**config.mk**
```make
export PLATFORM = sky130hd
export DESIGN_NAME = video_conversion_engine
export DESIGN_NICKNAME = d
export VERILOG_FILES = /design/src/rtl/video_conversion_pkg.sv /design/src/rtl/video_conversion_engine.sv
export VERILOG_INCLUDE_DIRS = /design/src /design/src/rtl
export SDC_FILE = /design/constraint.sdc
export NUM_CORES = 2
export LEC_CHECK = 0
export BUFFER_PORTS_ARGS = -buffer_cell sky130_fd_sc_hd__buf_2
export CAP_MARGIN = 10
export CORE_ASPECT_RATIO = 0.8
export CORE_MARGIN = 2
export CORE_UTILIZATION = 30
export DETAILED_ROUTE_END_ITERATION = 6
export SYNTH_ARGS = -nofsm -noshare
export SYNTH_HDL_FRONTEND = slang
export SYNTH_SLANG_ARGS = --single-unit
```
**constraint.sdc**
```tcl
create_clock -name sys_clk -period 43.7 [get_ports sys_clk]
set_input_delay 2.185 -clock sys_clk [delete_from_list [all_inputs] [get_ports sys_clk]]
set_output_delay 2.185 -clock sys_clk [all_outputs]
set_load 0.01 [all_outputs]
```
**src/rtl/video_conversion_map.svh**
```systemverilog
// Register offsets, field positions, reset values and limits of the engine
`ifndef VIDEO_CONVERSION_MAP_SVH
`define VIDEO_CONVERSION_MAP_SVH
`define VC_CTRL 12'h000
`define VC_STATUS 12'h004
`define VC_SRC_ADDR 12'h008
`define VC_DST_ADDR 12'h00C
`define VC_BMP_ADDR 12'h010
`define VC_SRC_SIZE 12'h014
`define VC_OUT_SIZE 12'h018
`define VC_HRATIO 12'h01C
`define VC_VRATIO 12'h020
`define VC_PAD 12'h024
`define VC_STRIDE 12'h028
`define VC_PALETTE 12'h02C
`define VC_CTRL_START 0
`define VC_CTRL_MODE_LO 1
`define VC_CTRL_ILACE 3
`define VC_CTRL_FIELD 4
`define VC_CTRL_CHROMA 5
`define VC_CTRL_UP 6
`define VC_ST_BUSY 0
`define VC_ST_DONE 1
`define VC_N_MIN 12'h100
`define VC_N_MAX 12'h800
`define VC_RATIO_RST 32'h0000_0100
`define VC_FIFO_DEPTH 8
`endif

```
**src/rtl/video_conversion_pkg.sv**
```systemverilog
// Types shared by the video conversion engine
package video_conversion_pkg;
  typedef enum logic [1:0] {
    MODE_SCALE, MODE_CHROMA, MODE_OVERLAY, MODE_PAD
  } mode_type;
  typedef enum logic [2:0] {
    ST_IDLE, ST_ROW, ST_DISP, ST_BMP, ST_RD, ST_PROC, ST_DRAIN
  } state_type;
endpackage : video_conversion_pkg

```
**src/rtl/video_conversion_engine.sv**
```systemverilog
// Video conversion engine: APB registers, picture sequencer, output FIFO
// Operation
// RQ1: Scale step N clamped to 256..2048
// RQ2: Horizontal and vertical N set separately
// RQ3: Seven-tap anti-alias filter on luma only
// RQ4: Four-point interpolator shared by luma, chroma
// RQ5: Output line clipped to programmed width
// RQ6: Interlaced scaling reads lines of one field
// RQ7: Chroma lines converted 4:2:2 to/from 4:2:0
// RQ8: Two-bit bitmap blended over video
// RQ9: Video and bitmap read, one picture written
// RQ10: Edge pixels replicated outward by pad widths
// RQ11: Padding has progressive and interlaced methods
// RQ12: Progressive scaling reads consecutive frame lines
// RQ13: Program first, done after last write
//
// The APB slave port and the placing of the registers were left to the implementer.
`timescale 1ns/1ps
`default_nettype none
`include "video_conversion_map.svh"

module pixel_fifo #(
  parameter int WIDTH = 32,
  parameter int DEPTH = `VC_FIFO_DEPTH
) (
  input wire logic sys_clk,
  input wire logic rst_b,
  input wire logic inValid,
  output logic inReady,
  input wire logic [WIDTH-1:0] inData,
  output logic outValid,
  input wire logic outReady,
  output logic [WIDTH-1:0] outData
);
  localparam int AW = $clog2(DEPTH);
  logic [WIDTH-1:0] mem [DEPTH];
  logic [AW-1:0] wrPtr, rdPtr;
  logic [AW:0] count;
  wire push = inValid & inReady;
  wire pop = outValid & outReady;
  assign inReady = count != DEPTH[AW:0];
  assign outValid = count != '0;
  assign outData = mem[rdPtr];
  always_ff @(posedge sys_clk or negedge rst_b) begin
    if (!rst_b) begin
      wrPtr <= '0;
      rdPtr <= '0;
      count <= '0;
    end else begin
      if (push) wrPtr <= (wrPtr == AW'(DEPTH - 1)) ? '0 : wrPtr + 1'b1;
      if (pop) rdPtr <= (rdPtr == AW'(DEPTH - 1)) ? '0 : rdPtr + 1'b1;
      count <= count + (AW+1)'(push) - (AW+1)'(pop);
    end
  end
  always_ff @(posedge sys_clk) begin
    if (push) mem[wrPtr] <= inData;
  end
endmodule : pixel_fifo

module video_conversion_engine
  import video_conversion_pkg::*;
(
  input wire logic sys_clk,
  input wire logic rst_b,
  input wire logic psel,
  input wire logic penable,
  input wire logic pwrite,
  input wire logic [11:0] paddr,
  input wire logic [31:0] pwdata,
  output logic [31:0] prdata,
  output logic pready,
  output logic pslverr,
  output logic rdReq,
  output logic [31:0] rdAddr,
  input wire logic rdAck,
  input wire logic [31:0] rdData,
  output logic wrReq,
  output logic [31:0] wrAddr,
  output logic [31:0] wrData,
  input wire logic wrAck
);
  // ----------------------------------------------------------------
  // Register file
  // ----------------------------------------------------------------
  logic [6:1] ctrl;
  logic [31:0] srcBase, dstBase, bmpBase, srcSize, outSize;
  logic [31:0] hRatio, vRatio, padSize, stride, palette;
  logic done;
  state_type state;

  function automatic logic [11:0] clampStep(input logic [31:0] n);
    return (n[11:0] < `VC_N_MIN || n[31:12] != '0) ?
      ((n[31:12] != '0) ? `VC_N_MAX : `VC_N_MIN) :
      (n[11:0] > `VC_N_MAX) ? `VC_N_MAX : n[11:0];
  endfunction : clampStep

  function automatic logic [11:0] clampIdx(input logic signed [13:0] s,
      input logic [11:0] lim, input logic ilace);
    if (s < 0) return ilace ? {11'h000, s[0]} : 12'h000;
    if (s >= $signed({2'b00, lim}))
      return ilace ? lim - 12'h002 + {11'h000, s[0]} : lim - 12'h001;
    return s[11:0];
  endfunction : clampIdx

  wire apbDone = psel & penable & pready;
  wire apbWr = apbDone & pwrite;
  wire hitCtrl = paddr == `VC_CTRL;
  wire hitStat = paddr == `VC_STATUS;
  wire hitAny = hitCtrl | hitStat | paddr == `VC_SRC_ADDR |
    paddr == `VC_DST_ADDR | paddr == `VC_BMP_ADDR |
    paddr == `VC_SRC_SIZE | paddr == `VC_OUT_SIZE |
    paddr == `VC_HRATIO | paddr == `VC_VRATIO | paddr == `VC_PAD |
    paddr == `VC_STRIDE | paddr == `VC_PALETTE;
  wire [31:0] statusWord = {30'h0, done, state != ST_IDLE};
  wire [31:0] readMux =
    hitCtrl ? {25'h0, ctrl, 1'b0} : hitStat ? statusWord :
    paddr == `VC_SRC_ADDR ? srcBase : paddr == `VC_DST_ADDR ? dstBase :
    paddr == `VC_BMP_ADDR ? bmpBase : paddr == `VC_SRC_SIZE ? srcSize :
    paddr == `VC_OUT_SIZE ? outSize : paddr == `VC_HRATIO ? hRatio :
    paddr == `VC_VRATIO ? vRatio : paddr == `VC_PAD ? padSize :
    paddr == `VC_STRIDE ? stride : paddr == `VC_PALETTE ? palette : 32'h0;

  always_ff @(posedge sys_clk or negedge rst_b) begin
    if (!rst_b) begin
      pready <= 1'b0;
      pslverr <= 1'b0;
      prdata <= 32'h0;
    end else begin
      // Two-cycle access: one wait state keeps prdata a flop output
      pready <= psel & penable & ~pready;
      pslverr <= psel & penable & ~pready & ~hitAny;
      prdata <= (psel & ~pwrite & hitAny) ? readMux : 32'h0;
    end
  end

  always_ff @(posedge sys_clk or negedge rst_b) begin
    if (!rst_b) begin
      ctrl <= '0;
      {srcBase, dstBase, bmpBase, srcSize, outSize} <= '0;
      hRatio <= `VC_RATIO_RST;
      vRatio <= `VC_RATIO_RST;
      {padSize, stride, palette} <= '0;
    end else if (apbWr) begin
      case (paddr)
        `VC_CTRL: ctrl <= pwdata[6:1];
        `VC_SRC_ADDR: srcBase <= pwdata;
        `VC_DST_ADDR: dstBase <= pwdata;
        `VC_BMP_ADDR: bmpBase <= pwdata;
        `VC_SRC_SIZE: srcSize <= pwdata;
        `VC_OUT_SIZE: outSize <= pwdata;
        `VC_HRATIO: hRatio <= {20'h0, clampStep(pwdata)}; // RQ1 RQ2
        `VC_VRATIO: vRatio <= {20'h0, clampStep(pwdata)}; // RQ1 RQ2
        `VC_PAD: padSize <= pwdata;
        `VC_STRIDE: stride <= pwdata;
        `VC_PALETTE: palette <= pwdata;
        default: ;
      endcase
    end
  end

  // ----------------------------------------------------------------
  // Geometry and addressing
  // ----------------------------------------------------------------
  mode_type mode;
  assign mode = mode_type'(ctrl[`VC_CTRL_MODE_LO+1:`VC_CTRL_MODE_LO]);
  wire isScale = mode == MODE_SCALE;
  wire ilace = ctrl[`VC_CTRL_ILACE];
  wire [11:0] srcW = srcSize[11:0];
  wire [11:0] srcH = srcSize[27:16];
  wire [11:0] outW = outSize[11:0];
  wire [11:0] outH = outSize[27:16];
  wire [11:0] hStep = clampStep(hRatio); // RQ1
  wire [11:0] vStep = clampStep(vRatio); // RQ1
  logic [11:0] row, col, outCnt;
  logic [19:0] hAcc, vAcc;
  logic [7:0] win [7];
  logic [7:0] g [4];
  logic [31:0] bmpWord;
  wire [11:0] vIdx = vAcc[19:8];
  wire [11:0] hPos = hAcc[19:8];
  wire [7:0] hFrac = hAcc[7:0];
  wire [11:0] padLine = clampIdx($signed({2'b00, row}) -
    $signed({6'h00, padSize[23:16]}), srcH, ilace); // RQ10 RQ11
  wire [11:0] padCol = clampIdx($signed({2'b00, outCnt}) -
    $signed({6'h00, padSize[7:0]}), srcW, 1'b0); // RQ10
  wire [11:0] logLine = isScale ? vIdx :
    mode == MODE_CHROMA ? (ctrl[`VC_CTRL_UP] ? row >> 1 : row << 1) : // RQ7
    mode == MODE_PAD ? padLine : row;
  // Field pictures sit interleaved in the frame buffer
  wire [11:0] physLine = (isScale && ilace) ?
    {logLine[10:0], ctrl[`VC_CTRL_FIELD]} : logLine; // RQ6 RQ12
  wire [11:0] srcX = isScale ? col : mode == MODE_PAD ? padCol : outCnt;
  wire [31:0] pixAddr = srcBase + 32'(physLine * stride[15:0]) +
    {18'h0, srcX, 2'b00};
  wire [11:0] bmpWords = (outW + 12'h00F) >> 4;
  wire [31:0] bmpAddr = bmpBase +
    {6'h0, 24'(row * bmpWords) + {12'h0, outCnt >> 4}, 2'b00};

  // ----------------------------------------------------------------
  // Filter, interpolator and overlay blend
  // ----------------------------------------------------------------
  wire [11:0] aaSum = {4'h0, win[0]} + {3'h0, win[1], 1'b0} +
    12'(3 * win[2]) + {2'h0, win[3], 2'b00} + 12'(3 * win[4]) +
    {3'h0, win[5], 1'b0} + {4'h0, win[6]};
  wire [7:0] aaOut = ctrl[`VC_CTRL_CHROMA] ? win[3] : aaSum[11:4]; // RQ3
  wire [15:0] fracProd = hFrac * (9'h100 - {1'b0, hFrac});
  wire signed [10:0] q = $signed({5'h00, fracProd[15:10]});
  wire signed [10:0] wMid = $signed(11'h100 - {3'h0, hFrac}) + q;
  wire signed [10:0] wNear = $signed({3'h0, hFrac}) + q;
  wire signed [21:0] ipSum = wMid * $signed({3'h0, g[2]}) +
    wNear * $signed({3'h0, g[1]}) -
    q * $signed({3'h0, g[3]}) - q * $signed({3'h0, g[0]}); // RQ4
  wire [7:0] ipOut = ipSum < 0 ? 8'h00 :
    (ipSum[21:8] > 14'h00FF) ? 8'hFF : ipSum[15:8];
  wire [1:0] code = 2'(bmpWord >> {outCnt[3:0], 1'b0});
  wire [8:0] mix = {1'b0, win[0]} +
    {1'b0, code == 2'h1 ? palette[7:0] : palette[15:8]};
  wire [7:0] ovlOut = code == 2'h0 ? win[0] :
    code == 2'h3 ? palette[23:16] : mix[8:1]; // RQ8
  wire [7:0] pixOut = isScale ? ipOut :
    mode == MODE_OVERLAY ? ovlOut : win[0];

  // ----------------------------------------------------------------
  // Sequencer
  // ----------------------------------------------------------------
  logic fifoInReady, fifoOutValid;
  logic [31:0] fifoOut;
  wire emit = isScale ? (col == hPos + 12'h007 && outCnt < outW) : 1'b1;
  wire push = state == ST_PROC && emit && fifoInReady;
  wire lineEnd = outCnt >= outW || (isScale && col >= srcW); // RQ5
  wire picEnd = row >= outH || (isScale && vIdx >= srcH);
  wire start = apbWr && hitCtrl && pwdata[`VC_CTRL_START];

  always_ff @(posedge sys_clk or negedge rst_b) begin
    if (!rst_b) begin
      state <= ST_IDLE;
      {row, col, outCnt, hAcc, vAcc} <= '0;
      rdReq <= 1'b0;
      rdAddr <= 32'h0;
      bmpWord <= 32'h0;
      done <= 1'b0;
      win <= '{default: 8'h00};
      g <= '{default: 8'h00};
    end else begin
      // Completion set wins over a same-cycle clear
      if (state == ST_DRAIN && !fifoOutValid && !wrReq) done <= 1'b1;
      else if (apbWr && hitStat && pwdata[`VC_ST_DONE]) done <= 1'b0;
      case (state)
        ST_IDLE: if (start) begin // RQ13
          state <= ST_ROW;
          {row, col, outCnt, hAcc, vAcc} <= '0;
        end
        ST_ROW: state <= picEnd ? ST_DRAIN : ST_DISP;
        ST_DISP: if (lineEnd) begin
          state <= ST_ROW;
          row <= row + 12'h001;
          vAcc <= vAcc + {8'h00, vStep};
          {col, outCnt, hAcc} <= '0;
        end else begin
          rdReq <= 1'b1;
          if (mode == MODE_OVERLAY && outCnt[3:0] == 4'h0) begin // RQ9
            state <= ST_BMP;
            rdAddr <= bmpAddr;
          end else begin
            state <= ST_RD;
            rdAddr <= pixAddr;
          end
        end
        ST_BMP: if (rdAck) begin // RQ9
          bmpWord <= rdData;
          rdAddr <= pixAddr;
          state <= ST_RD;
        end
        ST_RD: if (rdAck) begin
          rdReq <= 1'b0;
          win <= {rdData[7:0], win[0:5]};
          g <= {aaOut, g[0:2]};
          col <= col + 12'h001;
          state <= ST_PROC;
        end
        ST_PROC: if (!emit || fifoInReady) begin
          state <= ST_DISP;
          if (emit) begin
            outCnt <= outCnt + 12'h001;
            hAcc <= hAcc + {8'h00, hStep};
          end
        end
        ST_DRAIN: if (!fifoOutValid && !wrReq) state <= ST_IDLE; // RQ13
        default: state <= ST_IDLE;
      endcase
    end
  end

  // ----------------------------------------------------------------
  // Output FIFO and writer
  // ----------------------------------------------------------------
  pixel_fifo #(.WIDTH(32), .DEPTH(`VC_FIFO_DEPTH)) outFifo (
    .sys_clk(sys_clk),
    .rst_b(rst_b),
    .inValid(state == ST_PROC && emit),
    .inReady(fifoInReady),
    .inData({row, outCnt, pixOut}),
    .outValid(fifoOutValid),
    .outReady(!wrReq),
    .outData(fifoOut)
  );

  wire [31:0] outAddr = dstBase + 32'(fifoOut[31:20] * stride[31:16]) +
    {18'h0, fifoOut[19:8], 2'b00};

  always_ff @(posedge sys_clk or negedge rst_b) begin
    if (!rst_b) begin
      wrReq <= 1'b0;
      wrAddr <= 32'h0;
      wrData <= 32'h0;
    end else if (!wrReq && fifoOutValid) begin
      wrReq <= 1'b1; // RQ9
      wrAddr <= outAddr;
      wrData <= {24'h0, fifoOut[7:0]};
    end else if (wrAck) begin
      wrReq <= 1'b0;
    end
  end
endmodule : video_conversion_engine
`default_nettype wire

```
# Word-level counts from Yosys, hierarchy flattened

Memories as Yosys holds them, arrays and structs flattened.
Cells that the tools add are included.

Bits in registers: 604
Bits in writable memories: 256
Output and inout port bits: 132
Logic and storage cells: 311
Memories: 1

Add/sub/neg operators: 37
Multiply operators: 10
$lt $le $gt $ge: 17
Eq/ne operators: 34
Shifts and indexed selects: 1
Mux-type cells: 92
Bitwise logic cells: 23
Reductions and logical operators: 55

Memory list:

| memory      | depth | bits a word | rd ports | clocked after memory_dff | wr ports | RTL line                      | text |
|---|---|---|---|---|---|---|---|
| outFifo.mem | 8     | 32          | 1        | 0                        | 1        | video_conversion_engine.sv:36 | `logic [WIDTH-1:0] mem [DEPTH];` |

Operator list:

| cell                  | number |
|---|---|
| $mux 32               | 16 |
| $mux 12               | 29 |
| $mux 20               | 5 |
| $pmux 12 s3           | 2 |
| $add 32x14->32        | 2 |
| $add 32x28->32        | 2 |
| $mux 8                | 8 |
| $pmux 32 s2           | 1 |
| $pmux 20 s3           | 1 |
| $mul 12x16->28        | 2 |
| $eq 12x5->1 const B   | 4 |
| $eq 12x6->1 const B   | 4 |
| $ge 12x12->1          | 4 |
| $add 20x12->20        | 2 |
| $pmux 20 s2           | 1 |
| $add 12x1->12 const B | 3 |
| $gt 12x12->1 const B  | 3 |
| $lt 12x9->1 const B   | 3 |
| $add 32x23->32        | 1 |
| $shr 32x5->2          | 1 |
| $mux 3                | 10 |
| $mul 6x8->14          | 2 |
| $ge 13x13->1          | 2 |
| $lt 13x1->1 const B   | 2 |
| other kinds (64)      | 159 |

# Longest topological paths before layout

Depth after elaboration: 16
Depth in mapped cells: 63

# Hierarchy

From an unflattened synthesis, not the netlist that was laid out.

Cells, all modules: 7118
Area, all modules: 73914.6 µm²

Modules (own cells, without submodules):

| module                  | times used | cells an instance | area an instance (µm²) | sequential area each (µm²) |
|---|---|---|---|---|
| video_conversion_engine | 1          | 6691              | 63684.8                | 14866.8 |
| pixel_fifo              | 1          | 427               | 10229.8                | 7937.6 |

# Worst setup path after synthesis

OpenSTA, ideal clock, no wires.

Kind: register -> register
From: reg hAcc[1]
To: mem outFifo.mem[0][0], data pin
Setup time: 299 ps
Data arrival time: 14158 ps
Slack: 29243 ps
Stages on the path, launching flop included: 56
Path buffers: 1
Path through: dfrtp_1 -> inv_1 -> ha_1 -> nand2b_1 -> nor2_1 -> ha_1 -> inv_1 -> nand2_1 -> fa_1 -> inv_1 -> fa_1 -> ha_1 -> fa_1 -> ha_1 -> and4b_1 -> a31o_2 -> a21o_1 -> a21o_1 -> [... 20 more ...] -> inv_1 -> ha_1 -> xor2_1 -> fa_1 -> fa_1 -> fa_1 -> inv_1 -> fa_1 -> ha_1 -> and3_1 -> a221o_1 -> a41o_1 -> o41a_1 -> a22o_1 -> o41ai_2 -> xnor2_1 -> o31ai_1 -> o21ai_1

Cells in the longest elaborated chain, start to end: 11
Elaborated cells between the ends (all ways): 17

Ends and longest elaborated chain:

| element                                       | RTL line                                                       | text |
|---|---|---|
| start: declaration                            | video_conversion_engine.sv:175                                 | `logic [19:0] hAcc, vAcc;` |
| start signal: assignment                      | video_conversion_engine.sv:285                                 | `hAcc <= hAcc + {8'h00, hStep};` |
| $sub 9x8->10                                  | video_conversion_engine.sv:206, video_conversion_engine.sv:208 |  |
| $mul 9x10->16                                 | video_conversion_engine.sv:206                                 | `wire [15:0] fracProd = hFrac * (9'h100 - {1'b0, hFrac});` |
| $add 10x7->11 or $add 8x6->9 (tied branches)  | video_conversion_engine.sv:208, video_conversion_engine.sv:209 |  |
| $mul 11x9->20 or $mul 9x8->17 (tied branches) | video_conversion_engine.sv:210, video_conversion_engine.sv:211 |  |
| $add 20x18->21                                | video_conversion_engine.sv:210                                 | `wire signed [21:0] ipSum = wMid * $signed({3'h0, g[2]}) +` |
| $sub 21x15->22                                | video_conversion_engine.sv:211                                 | `wNear * $signed({3'h0, g[1]}) -` |
| $sub 22x15->22 (*)                            | video_conversion_engine.sv:212                                 | `q * $signed({3'h0, g[3]}) - q * $signed({3'h0, g[0]});` |
| $gt 14x8->1                                   | video_conversion_engine.sv:214                                 | `(ipSum[21:8] > 14'h00FF) ? 8'hFF : ipSum[15:8];` |
| $mux 8                                        | video_conversion_engine.sv:214                                 |  |
| $mux 8 (*)                                    | video_conversion_engine.sv:213                                 | `wire [7:0] ipOut = ipSum < 0 ? 8'h00 :` |
| $mux 8 (*)                                    | video_conversion_engine.sv:220                                 | `wire [7:0] pixOut = isScale ? ipOut :` |
| named net outFifo.inData[0]                   | video_conversion_engine.sv:30                                  | `input wire logic [WIDTH-1:0] inData,` |
| end: declaration                              | video_conversion_engine.sv:36                                  |  |

The timed path passes the listed nets; every way through them passes the cells marked *.

# Worst setup path after layout

From: reg hAcc[0]
To: mem outFifo.mem[0][3], data pin

The elaborated chain is that of the path after synthesis.

==> flow_summary.html <==
<table>
<tr><th>Metric</th><th>Value</th></tr>
<tr><th colspan="2">Status</th></tr>
<tr><td>Run status</td><td>complete, no violations</td></tr>
<tr><th colspan="2">Critical path</th></tr>
<tr><td>Critical path type</td><td>reg2reg</td></tr>
<tr><td>End of the worst register-to-register path</td><td>outFifo.mem[0][3]$_DFFE_PP_</td></tr>
<tr><td>Cell occurring most often along the worst timing path</td><td>sky130_fd_sc_hd__fa_1</td></tr>
<tr><td>FF-to-FF Start</td><td>hAcc[0]$_DFFE_PN0P_</td></tr>
<tr><td>Start point of the critical path</td><td>hAcc[0]$_DFFE_PN0P_</td></tr>
<tr><td>Critical Path Slowest Stage Cell</td><td>sky130_fd_sc_hd__a311oi_1</td></tr>
<tr><td>Maximum cell stage delay along the critical path</td><td>0.95 ns</td></tr>
<tr><td>Reg2reg path depth</td><td>55</td></tr>
<tr><td>Endpoint class of the critical path</td><td>flip-flop</td></tr>
<tr><td>Critical Path AT</td><td>16.54 ns</td></tr>
<tr><td>Worst setup path end</td><td>outFifo.mem[0][3]$_DFFE_PP_</td></tr>
<tr><td>Worst-path maximum fanout</td><td>20</td></tr>
<tr><td>Launching element type of the critical path</td><td>flip-flop</td></tr>
<tr><td>Worst reg-to-reg setup slack</td><td>between 20 and 30 ns</td></tr>
<tr><td>Worst EP required</td><td>44.15 ns</td></tr>
<tr><th colspan="2">GRT</th></tr>
<tr><td>Total gr overflow</td><td>0</td></tr>
<tr><td>GR Util All Layers</td><td>18.6%</td></tr>
<tr><td>Number of global-route vias before repair</td><td>54.6k</td></tr>
<tr><td>Wire length of the first global-routing pass</td><td>351000 µm</td></tr>
<tr><td>Initial antenna violation count</td><td>18</td></tr>
<tr><td>Pin count of the biggest net entering global routing</td><td>89</td></tr>
<tr><th colspan="2">Synthesis</th></tr>
<tr><td>Most common flop cell mapped by yosys</td><td>sky130_fd_sc_hd__dfrtp_1</td></tr>
<tr><td>Share of the synthesized area in the top cell type</td><td>between 20% and 30%</td></tr>
<tr><td>Sequential cell area fraction in the yosys report</td><td>30.9%</td></tr>
<tr><td>Syn Std Cell Area</td><td>73700 µm²</td></tr>
<tr><td>Distinct cells, synth</td><td>between 80 and 90</td></tr>
<tr><td>Mean instance size in the synthesized netlist</td><td>10.3 µm²</td></tr>
<tr><td>Flops &amp; latches, synth</td><td>860</td></tr>
<tr><td>Count of flip-flops with a built-in enable after synthesis</td><td>256</td></tr>
<tr><td>Async S/R FF share, synth</td><td>70.2%</td></tr>
<tr><td>Largest cells by area after synthesis</td><td>sky130_fd_sc_hd__dfrtp_1, sky130_fd_sc_hd__fa_1, sky130_fd_sc_hd__edfxtp_1</td></tr>
<tr><td>Synthesized instance count</td><td>7126</td></tr>
<tr><td>Yosys Warn Count</td><td>0</td></tr>
<tr><td>Top cell type by total area after synthesis</td><td>sky130_fd_sc_hd__dfrtp_1</td></tr>
<tr><th colspan="2">Worst hold path</th></tr>
<tr><td>Hold path startpoint</td><td>wrAddr[5]$_DFFE_PN0P_</td></tr>
<tr><td>HP Class</td><td>reg2reg</td></tr>
<tr><th colspan="2">Floorplanning</th></tr>
<tr><td>Number of standard-cell rows in the floorplan</td><td>162</td></tr>
<tr><td>Die extent in y</td><td>447 µm</td></tr>
<tr><td>Effective utilization at floorplan</td><td>30.2%</td></tr>
<tr><td>Die X</td><td>558 µm</td></tr>
<tr><td>IO Count</td><td>around 220</td></tr>
<tr><td>Die ar.</td><td>around 250000 µm²</td></tr>
<tr><td>Core area</td><td>244000 µm²</td></tr>
<tr><th colspan="2">Pwr</th></tr>
<tr><td>Static leakage power</td><td>38.5 nW</td></tr>
<tr><td>Fraction of power consumed by sequential logic</td><td>19.6%</td></tr>
<tr><td>Clock network power share</td><td>16.3%</td></tr>
<tr><td>Internal power consumption</td><td>0.00300 W</td></tr>
<tr><td>PnR Total Power</td><td>roughly 0.0055 W</td></tr>
<tr><td>Worst-case vdd ir drop</td><td>0.358 mV</td></tr>
<tr><td>Proportion of power drawn by combinational gates</td><td>64.1%</td></tr>
<tr><td>Sw power</td><td>0.00252 W</td></tr>
<tr><td>Power density of the placed cells</td><td>67.2 nW/µm²</td></tr>
<tr><td>Switching part of the total power</td><td>45.7%</td></tr>
<tr><th colspan="2">Clock tree</th></tr>
<tr><td>Total of hold buffers inserted after clock tree synthesis</td><td>0</td></tr>
<tr><td>Setup Buffers After CTS</td><td>0</td></tr>
<tr><td>TritonCTS clock tree</td><td>yes</td></tr>
<tr><td>Post_cts resized</td><td>0</td></tr>
<tr><td>Number of H-tree levels</td><td>3</td></tr>
<tr><td>Clock net sink count</td><td>860</td></tr>
<tr><td>Clock Tree Buf Depth</td><td>3</td></tr>
<tr><td>Clock edge transition at the registers on the reported setup and hold paths</td><td>0.06 ns</td></tr>
<tr><td>Source-to-sink clock delay at the later pin of the worst-skew pair</td><td>between 0.7 and 0.8 ns</td></tr>
<tr><td>Root buffer cell</td><td>sky130_fd_sc_hd__clkbuf_16</td></tr>
<tr><td>Inserted Clock Buffers</td><td>slightly below 100</td></tr>
<tr><th colspan="2">STA</th></tr>
<tr><td>Final number of hold-violating endpoints</td><td>0</td></tr>
<tr><td>Slew @ Worst Pin</td><td>1.32 ns</td></tr>
<tr><td>Max Slew Vio Count</td><td>0</td></tr>
<tr><td>Max-slew headroom</td><td>11.5%</td></tr>
<tr><td>Max Clk Rate</td><td>62.2 MHz</td></tr>
<tr><td>Fin Setup TNS</td><td>0 ns</td></tr>
<tr><td>Unrepaired setup endpoints after global routing</td><td>false</td></tr>
<tr><td>Share of the clock period used by the worst path after layout</td><td>a little under two fifths</td></tr>
<tr><td>Minimum clock period</td><td>around 16 ns</td></tr>
<tr><td>Worst Clk Skew</td><td>~0.050 ns</td></tr>
<tr><td>Setup violators final</td><td>0</td></tr>
<tr><th colspan="2">Cells and area</th></tr>
<tr><td>Layout cells sized above 1</td><td>13.4%</td></tr>
<tr><td>Layout net count</td><td>8615</td></tr>
<tr><td>Layout Area Growth over Synthesis</td><td>11.4%</td></tr>
<tr><th colspan="2">Placement</th></tr>
<tr><td>Final weighted congestion in routability-driven placement</td><td>0.939</td></tr>
<tr><td>Count of input and output buffers</td><td>between 150 and 200</td></tr>
<tr><td>Placed wire-length estimate after detailed placement</td><td>176000 µm</td></tr>
<tr><th colspan="2">Drt</th></tr>
<tr><td>Via-per-instance ratio</td><td>5.06</td></tr>
<tr><td>Antenna violation net count after detailed routing</td><td>0</td></tr>
<tr><td>Final wirelength</td><td>between 200000 and 250000 µm</td></tr>
<tr><td>Routed length per instance</td><td>21.9 µm</td></tr>
<tr><td>Vias after detailed routing</td><td>53.6k</td></tr>
<tr><td>First-pass iteration count of the detailed router</td><td>6</td></tr>
<tr><td># DRC</td><td>0</td></tr>
<tr><td>Initial DRC count</td><td>4988</td></tr>
<tr><th colspan="2">Flow run</th></tr>
<tr><td>Max Cap Violations</td><td>0</td></tr>
</table>
-- sequential cells by signal, indices dropped and copies added (netlist names), 20 cells and up --
signal,cells
wrAddr,32
bmpBase,32
srcBase,32
g,32
outSize,32
palette,32
dstBase,32
stride,32
outFifo.mem,256
vAcc,20
srcSize,32
prdata,32
hAcc,20
rdAddr,32
bmpWord,32
padSize,32
win,56
-- worst min path at each step --
stage,end,cells after the start
2_1_floorplan,vAcc[0]$_DFFE_PN0P_,2
3_3_place_gp,pready$_DFF_PN0_,1
3_5_place_dp,wrAddr[31]$_DFFE_PN0P_,2
4_1_cts,pready$_DFF_PN0_,1
5_1_grt,wrAddr[2]$_DFFE_PN0P_,2
6_report,wrAddr[5]$_DFFE_PN0P_,2
-- layer usage --
layer	share of wire, %	up-vias	GRT usage, %	wire length [µm]
met2	40	1953	26.3	93400
met5	0.0095	-	0	22
li1	-	23900	-	-
met4	3.4	4	5.88	7910
met1	47	27400	27.6	109000
met3	9.4	329	4.63	21700
-- logic make-up (layout without fill, tap and decap cells) --
logic type | after synthesis | count (layout) | synth area share (%)
other | 1 | 35 | 0.00509
adder cells (fa/ha/maj) | 1307 | 1307 | 29.4
flip-flops | 860 | 860 | 30.9
buffers and inverters | 1318 | 1473 | 6.86
AND/OR/NAND/NOR | 1839 | 1839 | 12.1
AO/OA/AOI/OAI | 1052 | 1052 | 8.94
multiplexers | 491 | 491 | 8.71
XOR/XNOR | 258 | 258 | 3.07
-- placed cells by master, fill, tap and decap left out, drive strengths merged, types with 12 or more instances in the layout --
cell type    n
a221oi      29
clkinv      32
nand2      727
xor2        90
nand2b      66
bufinv      14
mux2       343
a21oi      258
a31oi       26
xnor2      168
o21a        32
ha         600
nand4       28
and3        28
o211ai      12
a211oi      20
or3         21
conb        29
fa         707
edfxtp     256
o22ai       29
nor4        19
a41oi       16
mux2i       62
nor2b      144
inv        981
nand3      109
o21bai      32
mux4        86
a21o        95
clkbuf     127
nor3b       27
nor3        84
o31ai       41
o21ai      321
and2       287
a22oi       54
buf        312
nor2       263
dfrtp      602
-- cells in the mapped netlist, drive strengths merged, types with 19 or more instances --
cell type / instances
nor3b: 27
nor2b: 144
a221oi: 29
o22ai: 29
ha: 600
a211oi: 20
nand2: 727
xor2: 90
a21oi: 258
mux2: 343
nand4: 28
nor4: 19
or3: 21
fa: 707
and3: 28
o31ai: 41
edfxtp: 256
o21ai: 321
buf: 53
o21a: 32
xnor2: 168
a21o: 95
nor2: 263
mux2i: 62
nor3: 84
a31oi: 26
clkbuf: 289
a22oi: 54
mux4: 86
nand2b: 66
and2: 287
o21bai: 32
dfrtp: 602
nand3: 109
inv: 975
-- power groups by stage --
stage	Clock (W)	Combinational [W]	Sequential, W
3_5_place_dp	0	0.00360	0.00109
5_1_grt	0.000951	0.00414	0.00109
4_1_cts	0.000922	0.00362	0.00108
3_3_place_gp	0	0.00355	0.00109
2_1_floorplan	0	0.00272	0.00105
6_report	0.000902	0.00354	0.00108
-- layout make-up --
type,instances,area (µm²)
diodes,6,15.0
clock buffers,127,2740
clock inverters,58,736
fillers,24300,162000
inverters,976,3660
multi-input cells,4976,46100
flip-flops and latches,860,22800
well taps,3280,4100
repair buffers,312,1890
-- critical path: cells and delay by family, from the launching register on --
family                     cells  cell delay (ns)
adders and majority gates     18             7.40
AOI/OAI and AO/OA             18             4.51
and+or+nand+nor               10             1.27
buffers and inverters          7             0.90
xor gates and xnor gates       2             0.90
DFF                            1             0.82
-- stage by stage --
step	worst slack, ns	instance area [µm²]	utilization (%)	instances	hold WS, ns
3_5_place_dp	27.60	78600	32.2	10400	0.466
5_1_grt	26.54	82100	33.7	10600	0.495
3_3_place_gp	27.79	78600	32.2	10400	0.454
2_1_floorplan	29.24	73800	-	7154	0.445
6_report	27.61	82100	33.7	10600	0.471
4_1_cts	27.57	82100	33.7	10600	0.475
No activity file was read; power rests on OpenSTA's default activity.
